### src/verilog/spi_ctrl_pkg.sv
// Constants for the byte-wide serial port control and status unit.
// Assumes a classic Wishbone register bus with 32-bit words and one clock.
package spi_ctrl_pkg;
   localparam logic [3:0] DATA_OFS  = 4'h0;
   localparam logic [3:0] CTRL_OFS  = 4'h4;
   localparam logic [3:0] FLAGS_OFS = 4'h8;
   localparam int IRQ_EN_BIT  = 7;
   localparam int OUT_EN_BIT  = 6;
   localparam int HALVER_BIT  = 5;
   localparam int ROLE_BIT    = 4;
   localparam int IDLE_BIT    = 3;
   localparam int PHASE_BIT   = 2;
   localparam int DONE_BIT    = 7;
   localparam int CLASH_BIT   = 6;
   localparam int FAULT_BIT   = 4;
   localparam logic [7:0] CTRL_RESET  = 8'h00;
   localparam logic [7:0] FLAGS_RESET = 8'h00;
   localparam int BITS_PER_XFER = 8;
   // Half-period in CPU cycles for each divisor
   localparam logic [6:0] HALF_DIV4   = 7'h02;
   localparam logic [6:0] HALF_DIV8   = 7'h04;
   localparam logic [6:0] HALF_DIV16  = 7'h08;
   localparam logic [6:0] HALF_DIV32  = 7'h10;
   localparam logic [6:0] HALF_DIV64  = 7'h20;
   localparam logic [6:0] HALF_DIV128 = 7'h40;
endpackage : spi_ctrl_pkg

### src/verilog/spi_ctrl.sv
// Serial port control, status, clock generator and shifter.
// Assumes a classic Wishbone master and pins resolved by the surroundings.
`timescale 1ns/1ns
module spi_ctrl
   import spi_ctrl_pkg::*;
(
   input  wire logic        clk_i,
   input  wire logic        rst_i,
   input  wire logic        ce_i,
   input  wire logic        halt_i,
   input  wire logic        global_mask_i,
   input  wire logic        wb_cyc_i,
   input  wire logic        wb_stb_i,
   input  wire logic        wb_we_i,
   input  wire logic [3:0]  wb_adr_i,
   input  wire logic [3:0]  wb_sel_i,
   input  wire logic [31:0] wb_dat_i,
   output logic [31:0]      wb_dat_o,
   output logic             wb_ack_o,
   output logic             irq_o,
   output logic             wake_o,
   output logic             pins_owned_o,
   input  wire logic        sck_i,
   output logic             sck_o,
   output logic             sck_oe_o,
   input  wire logic        mosi_i,
   output logic             mosi_o,
   output logic             mosi_oe_o,
   input  wire logic        miso_i,
   output logic             miso_o,
   output logic             miso_oe_o,
   input  wire logic        select_n_i
);
   import spi_ctrl_pkg::*;

   typedef enum logic [1:0] {
      ST_IDLE  = 2'b00,
      ST_LEAD  = 2'b01,
      ST_TRAIL = 2'b10
   } xfer_state_t;

   logic sck_s;
   logic mosi_s;
   logic miso_s;
   logic sel_n_s;
   logic run;

   // Halt freezes every register of the port
   assign run = ce_i & ~halt_i;

   pin_sync u_sck  (.clk_i(clk_i), .rst_i(rst_i), .ce_i(run), .rst_val_i(1'b1), .pin_i(sck_i),      .sync_o(sck_s));
   pin_sync u_mosi (.clk_i(clk_i), .rst_i(rst_i), .ce_i(run), .rst_val_i(1'b1), .pin_i(mosi_i),     .sync_o(mosi_s));
   pin_sync u_miso (.clk_i(clk_i), .rst_i(rst_i), .ce_i(run), .rst_val_i(1'b1), .pin_i(miso_i),     .sync_o(miso_s));
   pin_sync u_sel  (.clk_i(clk_i), .rst_i(rst_i), .ce_i(run), .rst_val_i(1'b1), .pin_i(select_n_i), .sync_o(sel_n_s));

   logic [7:0]  ctrl_q, ctrl_d;
   logic        done_q, done_d;
   logic        clash_q, clash_d;
   logic        fault_q, fault_d;
   logic        done_armed_q, done_armed_d;
   logic        fault_armed_q, fault_armed_d;
   logic [7:0]  shift_q, shift_d;
   logic [7:0]  rxbuf_q, rxbuf_d;
   logic [3:0]  bits_q, bits_d;
   logic [6:0]  div_q, div_d;
   logic        sck_q, sck_d;
   logic        sck_prev_q, sck_prev_d;
   logic        out_bit_q, out_bit_d;
   logic        ack_q, ack_d;
   logic [31:0] rdat_q, rdat_d;
   xfer_state_t st_q, st_d;
   // Master samples return data one cycle after its capture edge: the pin
   // synchroniser delays it too much to sample on the edge at the /4 rate
   logic        cap_q, cap_d;
   logic        last_q, last_d;

   logic        req, wr, rd;
   logic        hit_data, hit_ctrl, hit_flags;
   logic        master, enabled, idle_clock_level, capture_edge_choice;
   logic [6:0]  half;
   logic        busy;
   logic        slave_edge, slave_lead, slave_trail;
   logic        fault_ev;

   assign master  = ctrl_q[ROLE_BIT];
   assign enabled = ctrl_q[OUT_EN_BIT];
   assign idle_clock_level    = ctrl_q[IDLE_BIT];
   assign capture_edge_choice    = ctrl_q[PHASE_BIT];

   assign req       = wb_cyc_i & wb_stb_i & ~ack_q & run;
   assign wr        = req & wb_we_i & wb_sel_i[0];
   assign rd        = req & ~wb_we_i;
   assign hit_data  = wb_adr_i == DATA_OFS;
   assign hit_ctrl  = wb_adr_i == CTRL_OFS;
   assign hit_flags = wb_adr_i == FLAGS_OFS;
   assign busy      = st_q != ST_IDLE;

   always_comb
   begin
      unique case ({ctrl_q[HALVER_BIT], ctrl_q[1:0]})
         3'b100:  half = HALF_DIV4;
         3'b000:  half = HALF_DIV8;
         3'b001:  half = HALF_DIV16;
         3'b110:  half = HALF_DIV32;
         3'b010:  half = HALF_DIV64;
         3'b011:  half = HALF_DIV128;
         3'b101:  half = HALF_DIV16;
         default: half = HALF_DIV128;
      endcase
   end

   // Slave clock edges, relative to idle level
   assign slave_edge  = ~master & enabled & ~sel_n_s & (sck_s != sck_prev_q);
   assign slave_lead  = slave_edge & ((sck_s ^ idle_clock_level) == 1'b1);
   assign slave_trail = slave_edge & ((sck_s ^ idle_clock_level) == 1'b0);
   assign fault_ev    = master & ~sel_n_s;

   always_comb
   begin
      ctrl_d        = ctrl_q;
      done_d        = done_q;
      clash_d       = clash_q;
      fault_d       = fault_q;
      done_armed_d  = done_armed_q;
      fault_armed_d = fault_armed_q;
      shift_d       = shift_q;
      rxbuf_d       = rxbuf_q;
      bits_d        = bits_q;
      div_d         = div_q;
      sck_d         = sck_q;
      sck_prev_d    = sck_s;
      out_bit_d     = out_bit_q;
      st_d          = st_q;
      ack_d         = req;
      rdat_d        = 32'h0000_0000;
      cap_d         = 1'b0;
      last_d        = 1'b0;

      // Status access arms the clearing sequences
      if (req && hit_flags)
      begin
         done_armed_d  = done_q;
         fault_armed_d = fault_q;
      end
      if (req && hit_data && done_armed_q)
      begin
         done_d       = 1'b0;
         clash_d      = 1'b0;
         done_armed_d = 1'b0;
      end
      if (rd && hit_data)
         rdat_d = {24'h00_0000, rxbuf_q};
      if (rd && hit_ctrl)
         rdat_d = {24'h00_0000, ctrl_q};
      if (rd && hit_flags)
         rdat_d = {24'h00_0000, done_q, clash_q, 1'b0, fault_q, 4'h0};

      if (wr && hit_ctrl)
      begin
         ctrl_d = wb_dat_i[7:0];
         if (fault_armed_q)
         begin
            fault_d       = 1'b0;
            fault_armed_d = 1'b0;
         end
         else if (fault_q)
         begin
            ctrl_d[OUT_EN_BIT] = 1'b0;
            ctrl_d[ROLE_BIT]   = 1'b0;
         end
      end

      // Data write: load shifter, collide, or drop
      if (wr && hit_data && !done_q)
      begin
         if (busy || cap_q || (!master && !sel_n_s && !capture_edge_choice))
            clash_d = 1'b1;
         else
         begin
            shift_d   = wb_dat_i[7:0];
            out_bit_d = wb_dat_i[7];
            if (master && enabled)
            begin
               st_d   = ST_LEAD;
               bits_d = 4'h0;
               div_d  = half;
            end
         end
      end

      if (cap_q)
      begin
         shift_d = {shift_q[6:0], miso_s};
         if (last_q)
         begin
            done_d  = 1'b1;
            rxbuf_d = {shift_q[6:0], miso_s};
         end
      end

      if (master && enabled && busy)
      begin
         if (div_q > 7'h01)
            div_d = div_q - 7'h01;
         else
         begin
            div_d = half;
            sck_d = ~sck_q;
            if (st_q == ST_LEAD)
            begin
               st_d = ST_TRAIL;
               if (!capture_edge_choice)
                  cap_d = 1'b1;
               else
                  out_bit_d = shift_q[7];
            end
            else
            begin
               if (capture_edge_choice)
                  cap_d = 1'b1;
               else
                  out_bit_d = shift_q[7];
               bits_d = bits_q + 4'h1;
               st_d   = ST_LEAD;
               if (bits_q == 4'(BITS_PER_XFER - 1))
               begin
                  st_d = ST_IDLE;
                  if (capture_edge_choice)
                     last_d = 1'b1;
                  else
                  begin
                     done_d  = 1'b1;
                     rxbuf_d = shift_q;
                  end
               end
            end
         end
      end
      else if (!master)
      begin
         sck_d = idle_clock_level;
         if (slave_lead)
         begin
            if (st_q == ST_IDLE)
            begin
               st_d   = ST_LEAD;
               bits_d = 4'h0;
            end
            if (!capture_edge_choice)
               shift_d = {shift_q[6:0], mosi_s};
            else
               out_bit_d = shift_q[7];
         end
         if (slave_trail && busy)
         begin
            if (capture_edge_choice)
               shift_d = {shift_q[6:0], mosi_s};
            else
               out_bit_d = shift_q[7];
            bits_d = bits_q + 4'h1;
            if (bits_q == 4'(BITS_PER_XFER - 1))
            begin
               st_d    = ST_IDLE;
               done_d  = 1'b1;
               rxbuf_d = capture_edge_choice ? {shift_q[6:0], mosi_s} : shift_q;
               // Shifter keeps the received byte for echo
            end
         end
         if (!capture_edge_choice && st_q == ST_IDLE)
            out_bit_d = shift_q[7];
      end
      if (!busy && master)
         sck_d = idle_clock_level;

      if (fault_ev)
      begin
         fault_d            = 1'b1;
         ctrl_d[OUT_EN_BIT] = 1'b0;
         ctrl_d[ROLE_BIT]   = 1'b0;
         st_d               = ST_IDLE;
      end
      if (rd && hit_data)
         rdat_d = {24'h00_0000, rxbuf_q};
   end

   always_ff @(posedge clk_i)
   begin
      if (rst_i)
      begin
         ctrl_q        <= CTRL_RESET;
         {done_q, clash_q, fault_q} <= FLAGS_RESET[2:0];
         done_armed_q  <= 1'b0;
         fault_armed_q <= 1'b0;
         shift_q       <= 8'h00;
         rxbuf_q       <= 8'h00;
         bits_q        <= 4'h0;
         div_q         <= 7'h00;
         sck_q         <= 1'b0;
         sck_prev_q    <= 1'b1;
         out_bit_q     <= 1'b0;
         st_q          <= ST_IDLE;
         cap_q         <= 1'b0;
         last_q        <= 1'b0;
         ack_q         <= 1'b0;
         rdat_q        <= 32'h0000_0000;
      end
      else if (run)
      begin
         ctrl_q        <= ctrl_d;
         done_q        <= done_d;
         clash_q       <= clash_d;
         fault_q       <= fault_d;
         done_armed_q  <= done_armed_d;
         fault_armed_q <= fault_armed_d;
         shift_q       <= shift_d;
         rxbuf_q       <= rxbuf_d;
         bits_q        <= bits_d;
         div_q         <= div_d;
         sck_q         <= sck_d;
         sck_prev_q    <= sck_prev_d;
         out_bit_q     <= out_bit_d;
         st_q          <= st_d;
         cap_q         <= cap_d;
         last_q        <= last_d;
         ack_q         <= ack_d;
         rdat_q        <= rdat_d;
      end
   end

   assign wb_ack_o     = ack_q;
   assign wb_dat_o     = rdat_q;
   // One shared request line for both events
   assign irq_o        = ctrl_q[IRQ_EN_BIT] & (done_q | fault_q) & ~global_mask_i;
   assign wake_o       = irq_o & ~halt_i;
   assign pins_owned_o = enabled;
   assign sck_o        = sck_q;
   assign sck_oe_o     = enabled & master;
   assign mosi_o       = out_bit_q;
   assign mosi_oe_o    = enabled & master;
   assign miso_o       = out_bit_q;
   assign miso_oe_o    = enabled & ~master & ~sel_n_s;
endmodule : spi_ctrl

### src/verilog/pin_sync.sv
// Two-flop synchroniser for pin inputs.
// Assumes the pin is asynchronous to clk_i.
`timescale 1ns/1ns
module pin_sync (
   input  wire logic clk_i,
   input  wire logic rst_i,
   input  wire logic ce_i,
   input  wire logic rst_val_i,
   input  wire logic pin_i,
   output logic      sync_o
);
   logic meta_q;
   logic meta_d;
   logic sync_q;
   logic sync_d;

   always_comb
   begin
      meta_d = ce_i ? pin_i : meta_q;
      sync_d = ce_i ? meta_q : sync_q;
   end

   // Reset values are constant-like straps driven from a tie in the parent
   always_ff @(posedge clk_i)
   begin
      if (rst_i)
      begin
         meta_q <= rst_val_i;
         sync_q <= rst_val_i;
      end
      else
      begin
         meta_q <= meta_d;
         sync_q <= sync_d;
      end
   end

   assign sync_o = sync_q;
endmodule : pin_sync

### config.mk
export PLATFORM = sky130hd
export DESIGN_NAME = spi_ctrl
export DESIGN_NICKNAME = d
export VERILOG_FILES = /design/src/verilog/spi_ctrl_pkg.sv /design/src/verilog/spi_ctrl.sv /design/src/verilog/pin_sync.sv
export SDC_FILE = /design/constraint.sdc
export NUM_CORES = 1
export LEC_CHECK = 0
export BUFFER_PORTS_ARGS = -buffer_cell sky130_fd_sc_hd__buf_2
export CORE_ASPECT_RATIO = 2
export CORE_UTILIZATION = 59
export DETAILED_ROUTE_END_ITERATION = 16
export PLACE_DENSITY_LB_ADDON = 0.25
export SETUP_SLACK_MARGIN = 0.05
export SLEW_MARGIN = 0
export SYNTH_ARGS = -nofsm -noshare
export SYNTH_HDL_FRONTEND = slang
export SYNTH_SLANG_ARGS = --single-unit
export TNS_END_PERCENT = 5
### constraint.sdc
create_clock -name clk_i -period 3.78 [get_ports clk_i]
set_clock_uncertainty 0.15 [all_clocks]
set_input_delay 0.567 -clock clk_i [delete_from_list [all_inputs] [get_ports clk_i]]
set_output_delay 0.567 -clock clk_i [all_outputs]
set_load 0.02 [all_outputs]
==> results.cfg, run 1 <==
[timing]
tns_ps = 0
worst_slack_ps = 1167
period_share_pct = 69.11
hold_violations = 0
finalCriticalPeriod_ps = 2613
whs_ps = 285.3
setup_violations = 0
tightest_slew_ps = 947.6
slew_viol_final = 0
relSlewSlack_pct = 36.34
rsz0062_at_grt = no
fmax_ghz = 0.3828

[global_route]
grt_pass1_wl_um = 19110
grt.total_usage_pct = 33.78
grt_max_degree = 53
grt_pass1_vias = 4053
antenna_found_initial = 0
grt-ovfl-total = 0

[placed_design]
io_buffers = 42
routabilityCongestion = 0.9363
dp.cells = 641
dpl_worst_slack_ps = 1089
hpwlAfterDp_um = 8390
place_area_um2 = 4345

[clock_network]
clk_latency_ps = 340
cts_resized = 0
clockBufferDepth = 2
cts_tree = yes
path_clk_slew_ps = 50
cts_num_sinks = 64
cts_made_buffers = 9
root_buffer = clkbuf_16
hold_buffers = 0
post_cts_buffers = 0
h-tree-depth = 3

[floorplan]
rows = 43
die-width_um = 62.09
io_pins = 94
die_h_um = 122.2
start_util_pct = 61.38
coreArea_um2 = 6940
die-area_um2 = 7585

[synth]
synth.distinct_cells = 83
synth_compound_area_share_pct = 26.93
synth_top_area_share_pct = 30.07
synth_fa_ha_area_share_pct = 0.8811
synth_ff_type = dfxtp_1
synthArstFlopShare_pct = 0
syn_area_um2 = 4260
synth_top_cell_by_area = dfxtp_1
synth_top_family_by_area = simple AND/OR/NAND/NOR gates
synth_most_common_cell = nand2_1
muxShareOfSynthArea_pct = 3.319
yosys_warnings = 0
synth_xor_area_share_pct = 0.4112
synthSimpleGateAreaFrac_pct = 28.78
syn_area_per_cell_um2 = 7.817
synth_edf_count = 0
synthTopCellsByArea = dfxtp_1, nand2_1, buf_4, a21oi_1, nor2_1
synth.top_cells.by_count = nand2_1, dfxtp_1, a21oi_1
synthCells = 545
yosysSeqAreaShare_pct = 30.07
ys_ff_latch = 64

[detailed_routing]
wl_met2_um = 6140
wl_um = 12030
drtIter0Drc = 462
vias = 4333
postRouteAntennaNets = 0
wl_per_cell_um = 18.31
dr.pass1.iters = 5
highest_layer = met4
dr_wl_met3_um = 803
met1_length_um = 4503
drc = 0
via_per_inst = 6.595

[setup_path]
endpoint_kind = flop
timing.rr.start = bits_q[0]
crit_fanout = 7
path_class = flop to flop
required_ps = 3820
r2r_cells = 6
timing.rr.end = rxbuf_q[1]
critPathLaunchType = flop
cp.arrival_ps = 2650
r2r_slack_ps = 1170

[worst_hold_path]
whs_endpoint = u_sel.meta_q
min_path_cells = 3
hp-start = select_n_i
hp-class = input port to flop

[pwr]
power_density_nw_per_um2 = 363.7
irDropWorstVdd_uv = 299.7
total_power_mw = 1.690
p_leak_nw = 1.812

[layout]
syn2layout_area_growth_pct = 9.046
nNetsFinal = 617
finalNonFillerCells = 657
postLayoutCellArea_um2 = 4646
n_antenna_cell = 0
utilization_pct = 66.94
drive_gt1_share_pct = 14.99

[run_status]
status = complete, no violations

[flow_run]
drv_cap = 0
routing by layer:
layer	vias to the layer above	GRT usage [%]
met5	-	0
li1	2025	-
met2	227	54.79
met4	0	21.94
met1	2032	38.36
met3	49	6.476
logic make-up (layout without fill, tap and decap cells):
logic type      count (synthesis)  count (layout)
other cells                     1              24
simple gates                  228             228
buf+inv                        75              74
compound gates                158             158
flops                          64              64
xor+xnor                        2               2
mux                            14              14
fa+ha+maj                       3               3
area by class of cell:
cell class                 count  area [um2]
tap                           90       112.6
sequential                    64        1281
timing repair buffer          47       247.7
multi-input combinational    429        2663
clock buffer                  13       260.3
clock inverter                 3       40.04
inverter                      11       41.29
fill                         600        2295
sequential cells by signal, summed over array words and instances, names as in the netlist, 2 cells and up:
register	flops
shift_q	8
rxbuf_q	8
bits_q	4
wb_dat_o	8
ctrl_q	8
st_q	2
div_q	7
power breakdown:
part | switching [mW] | total [mW] | internal, mW
Combinational | 0.0950 | 0.139 | 0.0436
Sequential | 0.0189 | 0.711 | 0.692
Clock | 0.296 | 0.840 | 0.544
Total | 0.410 | 1.69 | 1.28
critical path, stage by stage, from the launching register on:
cell	delay, ps
dfxtp_1	390
ha_1	270
nand3b_1	180
nor3_1	810
a211oi_1	200
a311oi_1	340
o32ai_1	130
cell usage in the layout, fill, tap and decap left out, types with 11 or more instances in the layout:
cell type	Yosys	layout
a21oi_1	36	36
a31oi_1	13	13
buf_2	9	42
conb_1	1	24
dfxtp_1	64	64
mux2i_1	13	13
nand2_1	70	70
nand3_1	26	26
nor2_1	35	35
nor3_1	21	21
o211ai_1	11	11
o21ai_0	20	20
worst max-delay path by stage:
stage | from | endpoint | slack (ps) | cells past startpoint
finish | bits_q[0] | rxbuf_q[1] | 1170 | 6
global route | st_q[1] | div_q[6] | 1060 | 5
CTS | ctrl_q[6] | mosi_oe_o | 1160 | 3
global placement | halt_i | shift_q[3] | 1120 | 6
detailed placement | halt_i | shift_q[4] | 1090 | 6
floorplan | wb_adr_i[2] | shift_q[3] | 1400 | 7
(Power assumes the default switching activity.)
==> inputs of run 2 (changes only) <==
--- a/config.mk
+++ b/config.mk
@@ -7,7 +7,7 @@
 export LEC_CHECK = 0
 export BUFFER_PORTS_ARGS = -buffer_cell sky130_fd_sc_hd__buf_2
 export CORE_ASPECT_RATIO = 2
-export CORE_UTILIZATION = 59
+export CORE_UTILIZATION = 55
 export DETAILED_ROUTE_END_ITERATION = 16
 export PLACE_DENSITY_LB_ADDON = 0.25
 export SETUP_SLACK_MARGIN = 0.05
==> constraint.sdc (replaced) <==
create_clock -name clk_i -period 2.6 [get_ports clk_i]
set_clock_uncertainty 0.15 [all_clocks]
set_input_delay 0.39 -clock clk_i [delete_from_list [all_inputs] [get_ports clk_i]]
set_output_delay 0.39 -clock clk_i [all_outputs]
set_load 0.02 [all_outputs]
==> results.cfg, run 2 (synthesis results as in run 1) <==
[global_route]
use_met2_pct = 55.94
grt_pass1_wl_um = 19910
grt-ovfl-total = 0
grt.total_usage_pct = 32.11
use_met1_pct = 34.06
grt_pass1_vias = 4043
antenna_found_initial = 0
top_usage_layer = met2
grt_use_met3_pct = 5.486
grt_max_degree = 53

[detailed_routing]
wl_um = 12520
vias = 4427
postRouteAntennaNets = 0
via_per_inst = 6.482
drtIter0Drc = 356
dr.pass1.iters = 11
wl_per_cell_um = 18.33
drc = 2

[setup_path]
required_ps = 2650
cp.arrival_ps = 2420
path_class = flop to flop
crit_fanout = 10
endpoint_kind = flop
critPathLaunchType = flop

[timing]
finalCriticalPeriod_ps = 2373
period_share_pct = 91.26
tns_ps = 0
setup_violations = 0
rsz0062_at_grt = no
relSlewSlack_pct = 54.91
tightest_slew_ps = 671.3
slew_viol_final = 0
hold_violations = 0
fmax_ghz = 0.4214

[placed_design]
routabilityCongestion = 0.9161
io_buffers = 42
hpwlAfterDp_um = 9021

[floorplan]
io_pins = 94
die-width_um = 64.24
coreArea_um2 = 7545
rows = 45
die-area_um2 = 8123
start_util_pct = 56.47
die_h_um = 126.5

[clock_network]
cts_tree = yes
clockBufferDepth = 2
post_cts_buffers = 0
cts_resized = 0
hold_buffers = 0
cts_made_buffers = 9
root_buffer = clkbuf_16
clk_latency_ps = 340
path_clk_slew_ps = 50
h-tree-depth = 3
cts_num_sinks = 64

[pwr]
swShare_pct = 23.79
p_int_mw = 1.916
clkPwrFrac_pct = 50.8
power_density_nw_per_um2 = 520.1
pwr-share-comb_pct = 8.1
seqPwrFrac_pct = 41.1
switchingPower_mw = 0.5981
total_power_mw = 2.514
p_leak_nw = 1.930
irDropWorstVdd_uv = 606.1

[flow_run]
drv_cap = 0

[layout]
final_cell_mix = nand2_1, dfxtp_1, buf_2
drive_gt1_share_pct = 18.34
syn2layout_area_growth_pct = 13.48
n_antenna_cell = 0
n_fill_cell = 694
final_common_cell = nand2_1
nNetsFinal = 639

[run_status]
status = finished, violations left
violations = design-rule violations

[worst_hold_path]
hp-class = input port to flop
## run 2: changes by cell type in the layout (fill, tap and decap cells not counted)
cell,delta
buf_4,+22
clkbuf_8,+2
clkbuf_1,-1
clkinv_2,-1
## run 2: per-stage QoR
step	utilization [%]	hold slack, ps	cell area, um2	setup slack (ps)	std cells
final	64.08	112.6	4835	227.1	683
after global routing	64.08	121.0	4835	134.9	683
after CTS	64.08	110.5	4835	238.8	683
after detailed placement	59.85	293.8	4516	246.2	667
after global placement	59.85	289.3	4516	313.3	667
after floorplan	-	282.0	4347	319.6	568
## run 2: final cells by class
type / instances / area [um2] / area share, %
multi-input cells: 429 / 2663 / 55.07
well taps: 94 / 117.6 / 2.433
inverters: 11 / 41.29 / 0.8540
clock inverters: 2 / 35.03 / 0.7246
repair buffers: 69 / 412.9 / 8.540
flip-flops and latches: 64 / 1281 / 26.50
clock buffers: 14 / 284.0 / 5.875
## run 2: per-layer routing
metal	part of all wire (%)	routed length [um]	up-vias
li1	-	-	2072
met1	36	4469	2063
met2	52	6494	232
met3	6.5	811	60
met4	5.9	741	0
met5	0	0	-
## run 2: worst max-delay path: stages (launching register included)
cell and delay [ps]:
dfxtp_1 350, or4_4 600, o31ai_4 440, buf_4 250
a21oi_1 50, o31ai_1 270, a21oi_1 110
## run 2: power by group through the flow
stage / clock network, mW / registers [mW] / logic (mW)
finish: 1.28 / 1.03 / 0.204
CTS: 1.29 / 1.03 / 0.201
global route: 1.33 / 1.04 / 0.221
detailed placement: 0 / 1.05 / 0.200
global placement: 0 / 1.05 / 0.194
floorplan: 0 / 1.04 / 0.172
## run 2: path summary, 6_finish.rpt
path	cells after the start	start	to	slack, ps
worst max-delay path	6	div_q[2]	div_q[4]	230
worst min register to register	2	wb_dat_o[7]	wb_dat_o[7]	300
worst min-delay path	3	sck_i	u_sck.meta_q	110
worst max register to register	6	div_q[2]	div_q[4]	230
==> inputs of run 3 (changes only) <==
--- a/config.mk
+++ b/config.mk
@@ -7,7 +7,7 @@
 export LEC_CHECK = 0
 export BUFFER_PORTS_ARGS = -buffer_cell sky130_fd_sc_hd__buf_2
 export CORE_ASPECT_RATIO = 2
-export CORE_UTILIZATION = 55
+export CORE_UTILIZATION = 30
 export DETAILED_ROUTE_END_ITERATION = 16
 export PLACE_DENSITY_LB_ADDON = 0.25
 export SETUP_SLACK_MARGIN = 0.05
==> results.cfg, run 3 (synthesis results as in run 1) <==
[layout]
syn2layout_area_growth_pct = 17.18
drive_gt1_share_pct = 19.19
multi_input_area_um2 = 2663
final_common_cell = nand2_1
n_antenna_cell = 0
nNetsFinal = 644
n_fill_cell = 1521
final_cell_mix = nand2_1, dfxtp_1, buf_2
regArea_um2 = 1281
finalNonFillerCells = 783

[setup_path]
timing.rr.end = rxbuf_q[3]
critPathLaunchType = flop
r2r_cells = 6
path_class = flop to flop
required_ps = 2640
timing.rr.start = u_sel.sync_o
r2r_slack_ps = 260
endpoint_kind = flop
cp.arrival_ps = 2390
crit_fanout = 7

[placed_design]
dp.cells = 767
io_buffers = 42
hpwlAfterDp_um = 10730
routabilityCongestion = 0.8828

[timing]
hold_violations = 0
slew_viol_final = 0
whs_ps = 111.8
finalCriticalPeriod_ps = 2342
period_share_pct = 90.10
tns_ps = 0
setup_violations = 0
rsz0062_at_grt = no
tightest_slew_ps = 661.0
fmax_ghz = 0.4269
relSlewSlack_pct = 55.89

[clock_network]
cts_resized = 0
cts_made_buffers = 9
hold_buffers = 0
cts_num_sinks = 64
cts_tree = yes
post_cts_buffers = 0
clockBufferDepth = 2
root_buffer = clkbuf_16
path_clk_slew_ps = 60
h-tree-depth = 3
clk_latency_ps = 340

[worst_hold_path]
min_path_cells = 3
hp-class = input port to flop
hp-start = select_n_i
whs_endpoint = u_sel.meta_q

[flow_run]
drv_cap = 0

[detailed_routing]
postRouteAntennaNets = 0
via_per_inst = 5.677
drc = 0
vias = 4445
dr.pass1.iters = 7
wl_um = 14590
drtIter0Drc = 350
wl_per_cell_um = 18.63

[global_route]
antenna_found_initial = 0
grt-ovfl-total = 0
grt_pass1_wl_um = 22890
grt_max_degree = 53
grt.total_usage_pct = 20.50
grt_pass1_vias = 4314

[pwr]
p_leak_nw = 1.947
irDropWorstVdd_uv = 307.2
power_density_nw_per_um2 = 501.1

[floorplan]
die_h_um = 170.5
coreArea_um2 = 13890
die-width_um = 86.27
start_util_pct = 30.67
die-area_um2 = 14710
rows = 61
io_pins = 94

[run_status]
status = complete, no violations
[run 3: area by class of cell]
type | instances | share of cell area, %
Multi-Input combinational cell | 429 | 53.33
Timing Repair Buffer | 74 | 9.273
Clock buffer | 11 | 5.063
Tap cell | 189 | 4.737
Inverter | 11 | 0.8271
Sequential cell | 64 | 25.66
Clock inverter | 5 | 1.103
[run 3: worst max-delay path by stage]
| stage | endpoint | cells past startpoint | start | slack (ps) |
|---|---|---|---|---|
| 4_1_cts | rxbuf_q[3] | 6 | u_sel.sync_o | 260 |
| 3_3_place_gp | div_q[5] | 6 | halt_i | 240 |
| 5_1_grt | rxbuf_q[3] | 6 | bits_q[0] | 90 |
| 3_5_place_dp | div_q[4] | 6 | halt_i | 200 |
| 2_1_floorplan | rxbuf_q[3] | 7 | ctrl_q[6] | 320 |
| 6_report | rxbuf_q[3] | 6 | u_sel.sync_o | 260 |
[run 3: power breakdown]
| group | leakage (nW) | switching (mW) | total [mW] | internal, mW |
|---|---|---|---|---|
| clock network | 0.148 | 0.464 | 1.25 | 0.790 |
| registers | 0.520 | 0.0286 | 1.03 | 1.01 |
| logic | 1.28 | 0.144 | 0.213 | 0.0697 |
| total | 1.95 | 0.636 | 2.50 | 1.87 |
[run 3: layer usage]
| metal | track usage, % | vias up | share of wire [%] | wire, um |
|---|---|---|---|---|
| met4 | 12.10 | 0 | 4.9 | 713 |
| li1 | - | 2075 | - | - |
| met3 | 3.232 | 41 | 4.7 | 683 |
| met2 | 38.20 | 195 | 54 | 7892 |
| met1 | 21.03 | 2134 | 36 | 5295 |
| met5 | 0 | - | 0 | 0 |
[run 3: through the flow]
stage	area (um2)	power, mW	util (%)	setup slack [ps]
after floorplan	4347	1.217	-	319.6
after global placement	4684	1.260	33.72	241.9
after detailed placement	4684	1.265	33.72	195.4
after CTS	4992	2.519	35.94	259.0
after global routing	4992	2.598	35.94	90.24
final	4992	2.501	35.94	257.5
[run 3: critical path, cell delays in order, from the launching register on]
cell,delay [ps]
dfxtp_1,340
or3b_1,450
inv_2,140
o211ai_2,170
or3_1,580
o221ai_1,250
o32ai_1,120
